<file path="config.mk">
export PLATFORM = sky130hd
export DESIGN_NAME = eeprom_two_wire_slave_front_end
export DESIGN_NICKNAME = d
export VERILOG_FILES = /design/src/eeprom_fe_pkg.sv /design/src/eeprom_two_wire_slave_front_end.sv
export SDC_FILE = /design/constraint.sdc
export NUM_CORES = 1
export LEC_CHECK = 0
export ABC_AREA = 0
export BUFFER_PORTS_ARGS = -buffer_cell sky130_fd_sc_hd__buf_2
export CAP_MARGIN = 5
export CORE_UTILIZATION = 55
export CTS_CLUSTER_DIAMETER = 30
export CTS_CLUSTER_SIZE = 28
export DETAILED_ROUTE_END_ITERATION = 8
export HOLD_SLACK_MARGIN = 0.1
export PLACE_DENSITY = 0.82
export SETUP_SLACK_MARGIN = 0.5
export SLEW_MARGIN = 0
export SYNTH_ARGS = -nofsm -noshare
export SYNTH_HDL_FRONTEND = slang
export SYNTH_SLANG_ARGS = --single-unit
</file>
<file path="constraint.sdc">
create_clock -name i_sys_clk -period 3.54 [get_ports i_sys_clk]
set_input_delay 0 -clock i_sys_clk [delete_from_list [all_inputs] [get_ports i_sys_clk]]
set_output_delay 0 -clock i_sys_clk [all_outputs]
set_load 0.01 [all_outputs]
</file>
<file path="src/eeprom_fe_pkg.sv">
// Constants and carrier types for the two-wire EEPROM slave front end.
// Assumes a 250 MHz system clock and one front end per bus.
`default_nettype none
package eeprom_fe_pkg;
  localparam int unsigned CLK_NS       = 4;
  // Spike filter width and SDA hold after SCL fall, in ns
  localparam int unsigned FILT_NS      = 50;
  localparam int unsigned HOLD_NS      = 300;
  localparam int unsigned TWR_NS       = 10000000;
  localparam int unsigned FILT_CYC     = (FILT_NS + CLK_NS - 1) / CLK_NS;
  localparam int unsigned HOLD_CYC     = (HOLD_NS + CLK_NS - 1) / CLK_NS;
  localparam int unsigned TWR_CYC      = TWR_NS / CLK_NS;
  localparam int unsigned FILT_W       = 4;
  localparam int unsigned HOLD_W       = 7;
  localparam int unsigned TWR_W        = 22;

  localparam int unsigned ADDR_W       = 11;
  localparam int unsigned PAGE_BYTES   = 16;
  localparam int unsigned PAGE_W       = 4;
  // Control byte field positions
  localparam int unsigned CODE_MSB     = 7;
  localparam int unsigned CODE_LSB     = 4;
  localparam int unsigned BLK_MSB      = 3;
  localparam int unsigned BLK_LSB      = 1;
  localparam int unsigned RW_BIT       = 0;
  localparam logic [2:0]  LAST_BIT     = 3'h7;
  localparam logic [1:0]  BYTE_CTRL    = 2'h0;
  localparam logic [1:0]  BYTE_WADDR   = 2'h1;
  localparam logic [1:0]  BYTE_DATA    = 2'h2;

  typedef enum logic [4:0]
  {
    ST_IDLE = 5'h01,
    ST_RX   = 5'h02,
    ST_ACK  = 5'h04,
    ST_TX   = 5'h08,
    ST_MACK = 5'h10
  } link_state_e;

  typedef struct packed
  {
    logic              valid;
    logic [ADDR_W-1:0] addr;
    logic [7:0]        data;
  } mem_wr_s;

  typedef struct packed
  {
    logic              level;
    logic [FILT_W-1:0] cnt;
  } filt_s;
endpackage : eeprom_fe_pkg
`default_nettype wire

</file>
<file path="src/eeprom_two_wire_slave_front_end.sv">
// Two-wire slave front end of a serial EEPROM: filters the lines, finds START/STOP,
// shifts bytes, acknowledges, keeps a 16-byte page buffer and streams it to the core on STOP.
// Assumes a memory core that shows the byte at o_mem_addr on i_rd_data within a few cycles.
//
// Behaviour
// - Slave only; never drives SCL, never makes START or STOP.
// - SDA change while SCL high is taken as START or STOP.
// - Both lines high means the bus is idle.
// - SDA falling with SCL high is START; every command begins with one.
// - SDA rising with SCL high is STOP; every operation ends with one.
// - One SCL pulse per bit; SDA changes in SCL low, sampled in high.
// - Write keeps only the latest sixteen bytes, overwriting oldest first.
// - Every received addressed byte is acknowledged in a ninth clock.
// - No acknowledge at all while a programming cycle runs.
// - Acknowledge low is stable for the whole high phase of that clock.
// - On master no-acknowledge, release SDA so master can STOP.
// - First byte after START is control; top four bits are type code.
// - On type code match acknowledge, then read or write per direction bit.
// - Three block-select bits are the word address top three bits.
// - Direction bit one reads, zero writes.
// - When transmitting, change SDA at least 300 ns after SCL falls.
// - Glitches up to 50 ns on SDA and SCL are ignored.
// - STOP after write data starts the write cycle; busy until done.
// - Write data increments only the low four address bits.
// - Write-protect high blocks memory writes; reads still work.
`timescale 1ns/100ps
`default_nettype none
module eeprom_two_wire_slave_front_end
  import eeprom_fe_pkg::*;
#(
  parameter logic [3:0]       TYPE_CODE   = 4'h6,     // Arbitrary value
  parameter logic [TWR_W-1:0] WCYCLE_CYC  = TWR_W'(TWR_CYC)
)(
  input  wire logic              i_sys_clk,   // System clock
  input  wire logic              i_sys_rst,   // Synchronous reset
  input  wire logic              i_scl,       // Serial clock pin
  input  wire logic              i_sda,       // Serial data pin level
  output var  logic              o_sda,       // Serial data drive level
  output var  logic              o_sda_oe_n,  // Low while pulling SDA
  input  wire logic              i_wp,        // Write protect pin
  input  wire logic [7:0]        i_rd_data,   // Byte at o_mem_addr
  output var  logic [ADDR_W-1:0] o_mem_addr,  // Address pointer
  output var  mem_wr_s           o_mem_wr,    // Page write stream
  output var  logic              o_busy       // Write cycle running
);

  function automatic filt_s filt_step(input filt_s cur, input logic raw);
    filt_s nxt;
    nxt = cur;
    if (raw == cur.level)
      nxt.cnt = '0;
    else if (cur.cnt == FILT_W'(FILT_CYC))
    begin
      nxt.level = raw;
      nxt.cnt   = '0;
    end
    else
      nxt.cnt = cur.cnt + FILT_W'(1);
    return nxt;
  endfunction : filt_step

  // Input synchronisers and spike filters
  logic [1:0] scl_sync_reg, sda_sync_reg, wp_sync_reg;
  filt_s      scl_f_reg, scl_f_next, sda_f_reg, sda_f_next;
  logic       scl_d_reg, sda_d_reg;

  always_comb
  begin
    scl_f_next = filt_step(scl_f_reg, scl_sync_reg[1]);
    sda_f_next = filt_step(sda_f_reg, sda_sync_reg[1]);
  end

  always_ff @(posedge i_sys_clk)
  begin
    if (i_sys_rst)
    begin
      scl_sync_reg <= 2'h3;
      sda_sync_reg <= 2'h3;
      wp_sync_reg  <= 2'h0;
      scl_f_reg    <= '{level: 1'b1, cnt: '0};
      sda_f_reg    <= '{level: 1'b1, cnt: '0};
      scl_d_reg    <= 1'b1;
      sda_d_reg    <= 1'b1;
    end
    else
    begin
      scl_sync_reg <= {scl_sync_reg[0], i_scl};
      sda_sync_reg <= {sda_sync_reg[0], i_sda};
      wp_sync_reg  <= {wp_sync_reg[0], i_wp};
      scl_f_reg    <= scl_f_next;
      sda_f_reg    <= sda_f_next;
      scl_d_reg    <= scl_f_reg.level;
      sda_d_reg    <= sda_f_reg.level;
    end
  end

  logic scl_rise, scl_fall, start_cond, stop_cond;
  assign scl_rise   = scl_f_reg.level & ~scl_d_reg;
  assign scl_fall   = ~scl_f_reg.level & scl_d_reg;
  assign start_cond = scl_f_reg.level & scl_d_reg & sda_d_reg & ~sda_f_reg.level;
  assign stop_cond  = scl_f_reg.level & scl_d_reg & ~sda_d_reg & sda_f_reg.level;

  // Protocol state
  link_state_e             state_reg, state_next;
  logic [2:0]              bit_reg, bit_next;
  logic [7:0]              shift_reg, shift_next;
  logic                    done_reg, done_next;
  logic [1:0]              byte_reg, byte_next;
  logic                    rw_reg, rw_next;
  logic [ADDR_W-1:0]       ptr_reg, ptr_next;
  logic                    want_reg, want_next;
  logic [HOLD_W-1:0]       hold_reg, hold_next;
  logic                    oe_n_reg, oe_n_next;
  logic [PAGE_BYTES-1:0]   mask_reg, mask_next;
  logic                    flush_reg, flush_next;
  logic [PAGE_W-1:0]       fidx_reg, fidx_next;
  logic [TWR_W-1:0]        wcyc_reg, wcyc_next;
  mem_wr_s                 wr_reg, wr_next;
  logic                    busy;
  logic                    buf_we;
  logic [7:0]              page_buf [PAGE_BYTES];

  assign busy = flush_reg | (wcyc_reg != '0);

  always_comb
  begin
    state_next = state_reg;
    bit_next   = bit_reg;
    shift_next = shift_reg;
    done_next  = done_reg;
    byte_next  = byte_reg;
    rw_next    = rw_reg;
    ptr_next   = ptr_reg;
    want_next  = want_reg;
    hold_next  = hold_reg;
    oe_n_next  = oe_n_reg;
    mask_next  = mask_reg;
    flush_next = flush_reg;
    fidx_next  = fidx_reg;
    wcyc_next  = wcyc_reg;
    wr_next    = '0;
    buf_we     = 1'b0;

    if (hold_reg != '0)
    begin
      hold_next = hold_reg - HOLD_W'(1);
      if (hold_reg == HOLD_W'(1))
        oe_n_next = ~want_reg;
    end

    if (flush_reg)
    begin
      wr_next.valid = mask_reg[fidx_reg];
      wr_next.addr  = {ptr_reg[ADDR_W-1:PAGE_W], fidx_reg};
      wr_next.data  = page_buf[fidx_reg];
      fidx_next     = fidx_reg + PAGE_W'(1);
      if (fidx_reg == PAGE_W'(PAGE_BYTES - 1))
      begin
        flush_next = 1'b0;
        mask_next  = '0;
        wcyc_next  = WCYCLE_CYC;
      end
    end
    else if (wcyc_reg != '0)
      wcyc_next = wcyc_reg - TWR_W'(1);

    if (start_cond)
    begin
      state_next = ST_RX;
      bit_next   = '0;
      done_next  = 1'b0;
      byte_next  = BYTE_CTRL;
      oe_n_next  = 1'b1;
      hold_next  = '0;
      if (!flush_reg)
        mask_next = '0;
    end
    else if (stop_cond)
    begin
      state_next = ST_IDLE;
      oe_n_next  = 1'b1;
      hold_next  = '0;
      if (!busy && !rw_reg && byte_reg == BYTE_DATA && mask_reg != '0 && !wp_sync_reg[1])
      begin
        flush_next = 1'b1;
        fidx_next  = '0;
      end
      else if (!flush_reg)
        mask_next = '0;
    end
    else
    begin
      unique case (state_reg)
        ST_IDLE:
        begin
        end
        ST_RX:
        begin
          if (scl_rise)
          begin
            shift_next = {shift_reg[6:0], sda_f_reg.level};
            bit_next   = bit_reg + 3'h1;
            done_next  = (bit_reg == LAST_BIT);
          end
          else if (scl_fall && done_reg)
          begin
            done_next = 1'b0;
            hold_next = HOLD_W'(HOLD_CYC);
            want_next = 1'b1;
            state_next = ST_ACK;
            unique case (byte_reg)
              BYTE_CTRL:
              begin
                if (shift_reg[CODE_MSB:CODE_LSB] != TYPE_CODE || busy)
                begin
                  state_next = ST_IDLE;
                  want_next  = 1'b0;
                end
                else
                begin
                  ptr_next[ADDR_W-1:ADDR_W-3] = shift_reg[BLK_MSB:BLK_LSB];
                  rw_next   = shift_reg[RW_BIT];
                  byte_next = BYTE_WADDR;
                end
              end
              BYTE_WADDR:
              begin
                ptr_next[7:0] = shift_reg;
                byte_next     = BYTE_DATA;
              end
              default:
              begin
                buf_we                   = 1'b1;
                mask_next[ptr_reg[PAGE_W-1:0]] = 1'b1;
                ptr_next[PAGE_W-1:0]     = ptr_reg[PAGE_W-1:0] + PAGE_W'(1);
              end
            endcase
          end
        end
        ST_ACK:
        begin
          // ack held through SCL high, ninth clock
          if (scl_fall)
          begin
            hold_next = HOLD_W'(HOLD_CYC);
            bit_next  = '0;
            if (rw_reg)
            begin
              state_next = ST_TX;
              shift_next = i_rd_data;
              want_next  = ~i_rd_data[7];
            end
            else
            begin
              state_next = ST_RX;
              want_next  = 1'b0;
            end
          end
        end
        ST_TX:
        begin
          if (scl_fall)
          begin
            hold_next = HOLD_W'(HOLD_CYC);
            if (bit_reg == LAST_BIT)
            begin
              state_next = ST_MACK;
              want_next  = 1'b0;
              bit_next   = '0;
            end
            else
            begin
              bit_next   = bit_reg + 3'h1;
              shift_next = {shift_reg[6:0], 1'b0};
              want_next  = ~shift_reg[6];
            end
          end
        end
        ST_MACK:
        begin
          if (scl_rise)
          begin
            ptr_next  = ptr_reg + ADDR_W'(1);
            done_next = ~sda_f_reg.level;
            if (sda_f_reg.level)
              state_next = ST_IDLE;
          end
          else if (scl_fall && done_reg)
          begin
            done_next  = 1'b0;
            state_next = ST_TX;
            hold_next  = HOLD_W'(HOLD_CYC);
            shift_next = i_rd_data;
            want_next  = ~i_rd_data[7];
          end
        end
        default:
          state_next = ST_IDLE;
      endcase
    end
  end

  // Page buffer written in place by pointer, so a wrap overwrites the oldest byte
  always_ff @(posedge i_sys_clk)
  begin
    if (buf_we)
      page_buf[ptr_reg[PAGE_W-1:0]] <= shift_reg;
  end

  // reset to idle with SDA released
  always_ff @(posedge i_sys_clk)
  begin
    if (i_sys_rst)
    begin
      state_reg <= ST_IDLE;
      bit_reg   <= '0;
      shift_reg <= '0;
      done_reg  <= 1'b0;
      byte_reg  <= BYTE_CTRL;
      rw_reg    <= 1'b0;
      ptr_reg   <= '0;
      want_reg  <= 1'b0;
      hold_reg  <= '0;
      oe_n_reg  <= 1'b1;
      mask_reg  <= '0;
      flush_reg <= 1'b0;
      fidx_reg  <= '0;
      wcyc_reg  <= '0;
      wr_reg    <= '0;
    end
    else
    begin
      state_reg <= state_next;
      bit_reg   <= bit_next;
      shift_reg <= shift_next;
      done_reg  <= done_next;
      byte_reg  <= byte_next;
      rw_reg    <= rw_next;
      ptr_reg   <= ptr_next;
      want_reg  <= want_next;
      hold_reg  <= hold_next;
      oe_n_reg  <= oe_n_next;
      mask_reg  <= mask_next;
      flush_reg <= flush_next;
      fidx_reg  <= fidx_next;
      wcyc_reg  <= wcyc_next;
      wr_reg    <= wr_next;
    end
  end

  // Busy output lags one cycle; the control-byte check uses the live term
  logic busy_reg;
  always_ff @(posedge i_sys_clk)
  begin
    if (i_sys_rst)
      busy_reg <= 1'b0;
    else
      busy_reg <= busy;
  end

  assign o_sda      = 1'b0;
  assign o_sda_oe_n = oe_n_reg;
  assign o_mem_addr = ptr_reg;
  assign o_mem_wr   = wr_reg;
  assign o_busy     = busy_reg;

endmodule : eeprom_two_wire_slave_front_end
`default_nettype wire

</file>
Yosys cells after proc, flatten, opt, wreduce, memory -nomap -nowiden
Memory sizes are Yosys's and may differ from the RTL's. A register that Yosys moved wholly into a read port is not among the register bits. Index checks and enable logic that the tools add are counted.

Bits in registers: 114. Bits in writable memories: 128. Input port bits: 13. Output and inout bits: 34. Word-level logic and storage cells: 240. Memories kept: 1.

Memories: page_buf (depth 16, bits a word 8, rd ports 1, clocked after Yosys merged registers in 1, wr ports 1, line eeprom_two_wire_slave_front_end.sv:121) `logic [7:0] page_buf [PAGE_BYTES];`.

Add/subtract/negate cells: 8. Magnitude comparators: 3. Equality and inequality tests: 42. Mux-type cells: 91. Bitwise gates (word level): 24. Reduce and logical (&&, ||, !) cells: 42.

Operators by type and width (count): $mux 16 (10); $mux 22 (3); $mux 8 (7); $mux 5 (8); $mux 11 (3); $pmux 8 s4 (1); $ne 2x2->1 const B (15); $mux 1 (28); $mux 7 (4); $pmux 5 s5 (1); $mux 3 (8); $mux 4 (6); $reduce_and 8->1 (3); $pmux 11 s2 (1); $reduce_bool 22->1 (1); $sub 22x1->22 const B (1); $reduce_and 7->1 (3); $ne 4x4->1 const B (5); $add 4x1->4 const B (4); $or 16x16->16 (1); $reduce_bool 16->1 (1); $not 1->1 (15); $pmux 7 s2 (1); $eq 4x4->1 const B (3); other kinds (44) (77).

Depth between registers and ports, before layout
Depth in word-level cells: 11. Gate-level depth with buffers: 8. Depth with buffers taken out: 7.

Worst setup path after synthesis
OpenSTA, ideal clock, no wires.

Kind: register to register. Start: register state_reg[4]. End: memory page_buf[1][0], enable pin. Setup time: 0.383 ns. Data arrival time: 2.411 ns. Required time: 3.157 ns. Path slack: 0.746 ns. Cell stages (with the launch flop): 7. Buffers on the path: 1. Clock period less this slack: 2.794 ns. Cells stage by stage: dfxtp_1 > clkbuf_1 > or4b_1 > nor3_1 > and2_1 > nand2_1 > nor3_1.

Longest elaborated chain between the ends: 6.

Ends and longest elaborated chain: start: declaration (line eeprom_two_wire_slave_front_end.sv:104) `link_state_e state_reg, state_next;`; start signal: assignment (line eeprom_two_wire_slave_front_end.sv:333) `state_reg <= state_next;`; $eq 5x2->1 (line eeprom_two_wire_slave_front_end.sv:193) `unique case (state_reg)`; $mux 1 (line eeprom_two_wire_slave_front_end.sv:193); $mux 1 (line eeprom_two_wire_slave_front_end.sv:178) `else if (stop_cond)`; $mux 1 (line eeprom_two_wire_slave_front_end.sv:167) `if (start_cond)`; $mux 1 (line eeprom_two_wire_slave_front_end.sv:306) `if (buf_we)`; $mux 1 (implied by the code) (line eeprom_two_wire_slave_front_end.sv:307) `page_buf[ptr_reg[PAGE_W-1:0]] <= shift_reg;`; end: declaration (line eeprom_two_wire_slave_front_end.sv:121).

No other way between the ends.

Worst setup path in the final report
Start: register state_reg[2]. End: memory page_buf[12][2], enable pin.

The elaborated chain is that of the path after synthesis.

==> impl_metrics.csv <==
group,metric,value,unit
critical_path,cp.arrival,3.16,ns
finish,syn2layout_area_growth,19.00,%
timing,maxSlewViolCount,0,
drt,wl,26.64,mm
synthesis,synth_most_common_cell,"edfxtp_1",
synthesis,synth-seq-cells,250,
synthesis,synth.area.top_cells,"edfxtp_1 35%, dfxtp_1 22%, mux4_2 9.3%, a21oi_1 1.9%, nor2_1 1.9%",
synthesis,netlist_area,0.01090,mm²
critical_path,crit_required,3.68,ns
clocking,clk_root_buffer_cell,"clkbuf_16",
critical_path,cp-start-kind,"flip-flop",
synthesis,synth.distinct_cells,72,
finish,largest_register_ffs,128,
timing,fmax,331.3,MHz
synthesis,yosys_most_used_dff,"edfxtp_1",
floorplan,dieArea,0.02038,mm²
synthesis,ys_seq_area_frac,0.5768,
critical_path,cp_slowest_cell,"or4b_1",
timing,timing.hold.ws,0.2141,ns
synthesis,syn-mean-instance-area,12.24,µm²
synthesis,yosysTopAreaCellShare,0.3527,
global_routing,top_usage_layer,"met2",
timing,fin_crit,3.019,ns
critical_path,reg2reg_to,"page_buf[12][2]$_DFFE_PP_",
global_routing,grt_overflow,0,
timing,fin_crit_sh,0.8527,
place,hpwlAfterDp,16.17,mm
global_routing,use_met2,0.4347,
floorplan,rows,51,
clocking,clkLatencyLatePin,0.53,ns
drt,wl_per_cell,21.21,µm
flow_run,drv_cap,0,
timing,setup_viol,0,
synthesis,yosys-top-cells-count,"128 x edfxtp_1, 122 x dfxtp_1, 56 x nor2_1",
power_and_ir_drop,p_total,8635,µW
critical_path,path_cells,"or4b_1, nor3_1, and2_1, nand2_1, nor2_1",
timing,skew,0.02358,ns
drt,ant_nets,0,
clocking,cts.sinks,250,
worst_hold_path,hp-class,"primary input to flip-flop",
power_and_ir_drop,p_leak,0.004533,µW
finish,fin_nets,986,
critical_path,reg2reg_setup_slack,0.52,ns
timing,max_slew_margin,0.3701,
floorplan,fp.dieH,142.8,µm
drt,firstDrtPassIters,6,
drt,drtIter0Drc,940,
drt,drcViolationCount,0,
critical_path,criticalPathCategory,"flip-flop to flip-flop",
timing,rsz0062_at_grt,"true",
floorplan,io_pins,47,
place,routabilityCongestion,0.9522,
timing,finalSetupTns,0,ns
finish,drive_above_1_share,0.2119,
power_and_ir_drop,worst_ir_drop_vdd,388.0,µV
floorplan,die_x,142.8,µm
power_and_ir_drop,powerDensity,665.8,mW/mm²
finish,antenna_cells,0,
global_routing,met1_usage,0.3561,
global_routing,track_usage,0.2718,
status,status,"finished clean",
floorplan,core_area,0.01946,mm²
floorplan,start_util,0.5599,
drt,route.vias.total,7999,
global_routing,grt_pass1_wl,41.77,mm
global_routing,antenna_found_initial,1,
clocking,cts_buffers,42,
synthesis,ys_warn_count,0,
critical_path,crit_fanout,13,
synthesis,ys_async_sr_fraction,0,
synthesis,syn_inst,890,
global_routing,grtUsageMet3,0.06740,
synthesis,yosys.area.top_type,"edfxtp_1",
clocking,cts_setup_buffers,0,
critical_path,crit_end,"page_buf[12][2]$_DFFE_PP_",
critical_path,reg2reg_from,"state_reg[2]$_SDFFE_PP0P_",
critical_path,max_stage_delay,0.65,ns
place,portBuffers,45,
critical_path,cp-end-kind,"flip-flop",
timing,worst_pin_slew,0.9436,ns
clocking,cts_tree,"yes",
clocking,clockBufferDepth,3,
global_routing,grt_pass1_vias,7659,
critical_path,worstRegToRegCells,5,
drt,vias_per_cell,6.369,
clocking,clkTransAtPathRegs,0.05,ns
global_routing,grt_max_degree,46,
critical_path,crit_start,"state_reg[2]$_SDFFE_PP0P_",
timing,hold_violations,0,
synthesis,synth_edf_count,128,
clocking,htreeDepth,2,
synthesis,syn_nets,919,
worst max-delay path, delay by kind of cell, from the launching register on:
kind	cells	cell delay [ns]
flip-flops	1	0.43
AND/OR/NAND/NOR	5	2.21
cells in the final DEF (no fill, tap or decap), types with 8 or more instances in the layout:
cell | Yosys | layout
a31oi_1 | 8 | 8
buf_4 | 2 | 20
nor2b_1 | 10 | 10
buf_2 | 5 | 45
edfxtp_1 | 128 | 128
nor3_1 | 22 | 22
inv_1 | 15 | 15
nor4_1 | 9 | 9
nand2b_1 | 14 | 14
or3_1 | 15 | 15
ha_1 | 16 | 16
nand2_1 | 53 | 53
xnor2_1 | 10 | 10
or2_2 | 12 | 12
nor2_1 | 56 | 53
a311oi_1 | 10 | 10
dfxtp_1 | 122 | 121
o31ai_1 | 14 | 14
and2_1 | 25 | 25
dlygate4sd3_1 | 0 | 12
a21oi_1 | 42 | 42
nand3_1 | 30 | 30
a32oi_1 | 17 | 17
mux4_2 | 45 | 45
clkbuf_16 | 0 | 42
o21ai_0 | 41 | 41
or4_1 | 12 | 12
xor2_1 | 13 | 13
worst min path at each step:
stage                from                    endpoint  slack [ns]  cells past startpoint
detailed placement  i_scl  scl_sync_reg[0]$_SDFF_PP1_        0.19                      2
floorplan           i_scl  scl_sync_reg[0]$_SDFF_PP1_        0.10                      1
finish              i_sda  sda_sync_reg[0]$_SDFF_PP1_        0.21                      3
global placement    i_scl  scl_sync_reg[0]$_SDFF_PP1_        0.19                      2
CTS                 i_scl  scl_sync_reg[0]$_SDFF_PP1_        0.19                      3
global route        i_sda  sda_sync_reg[0]$_SDFF_PP1_        0.21                      3
report_power, final:
part | switching (µW) | internal (µW) | total [µW]
sequential | 182 | 3180 | 3370
combinational | 704 | 450 | 1150
clock | 1450 | 2670 | 4110
total | 2330 | 6300 | 8640
cells by family (layout without fill, tap and decap cells):
logic type | count (synthesis) | after routing | synth area share
adder cells (fa/ha/maj) | 16 | 16 | 0.01837
AO/OA/AOI/OAI | 176 | 176 | 0.1094
AND/OR/NAND/NOR | 301 | 301 | 0.1501
other | 1 | 1 | 0.0003441
XOR/XNOR | 23 | 23 | 0.01848
buffers and inverters | 69 | 170 | 0.02503
flip-flops | 250 | 250 | 0.5768
multiplexers | 54 | 54 | 0.1015
per-layer routing:
metal,part of all wire,routed length [µm]
met1,0.40,10560
met2,0.48,12730
met3,0.091,2424
met4,0.035,922
met5,0,0
repair_timing:
action | 4_1_cts | 5_1_grt
setup endpoints to repair | 0 | 48
hold buffers | 12 | 0
hold endpoints to repair | 25 | 0
resized for setup | 0 | 3
through the flow:
step                      worst slack [ns]  instances  utilization  cell area, µm²
final                               0.5215       1256       0.6663           12970
after global routing                0.4340       1256       0.6663           12970
after CTS                           0.5403       1256       0.6660           12960
after detailed placement            0.5788       1166       0.5852           11390
after global placement              0.6818       1166       0.5852           11390
after floorplan                     0.7456        890            -           10900
final cells by class:
cell class | count | area (µm²)
fill | 1326 | 6494
sequential | 250 | 6287
multi-input combinational | 571 | 4347
clock buffer | 49 | 1077
timing repair buffer | 77 | 495.5
clock inverter | 29 | 374.1
tap | 265 | 331.6
inverter | 15 | 56.30
No activity file was read; power rests on OpenSTA's default activity.
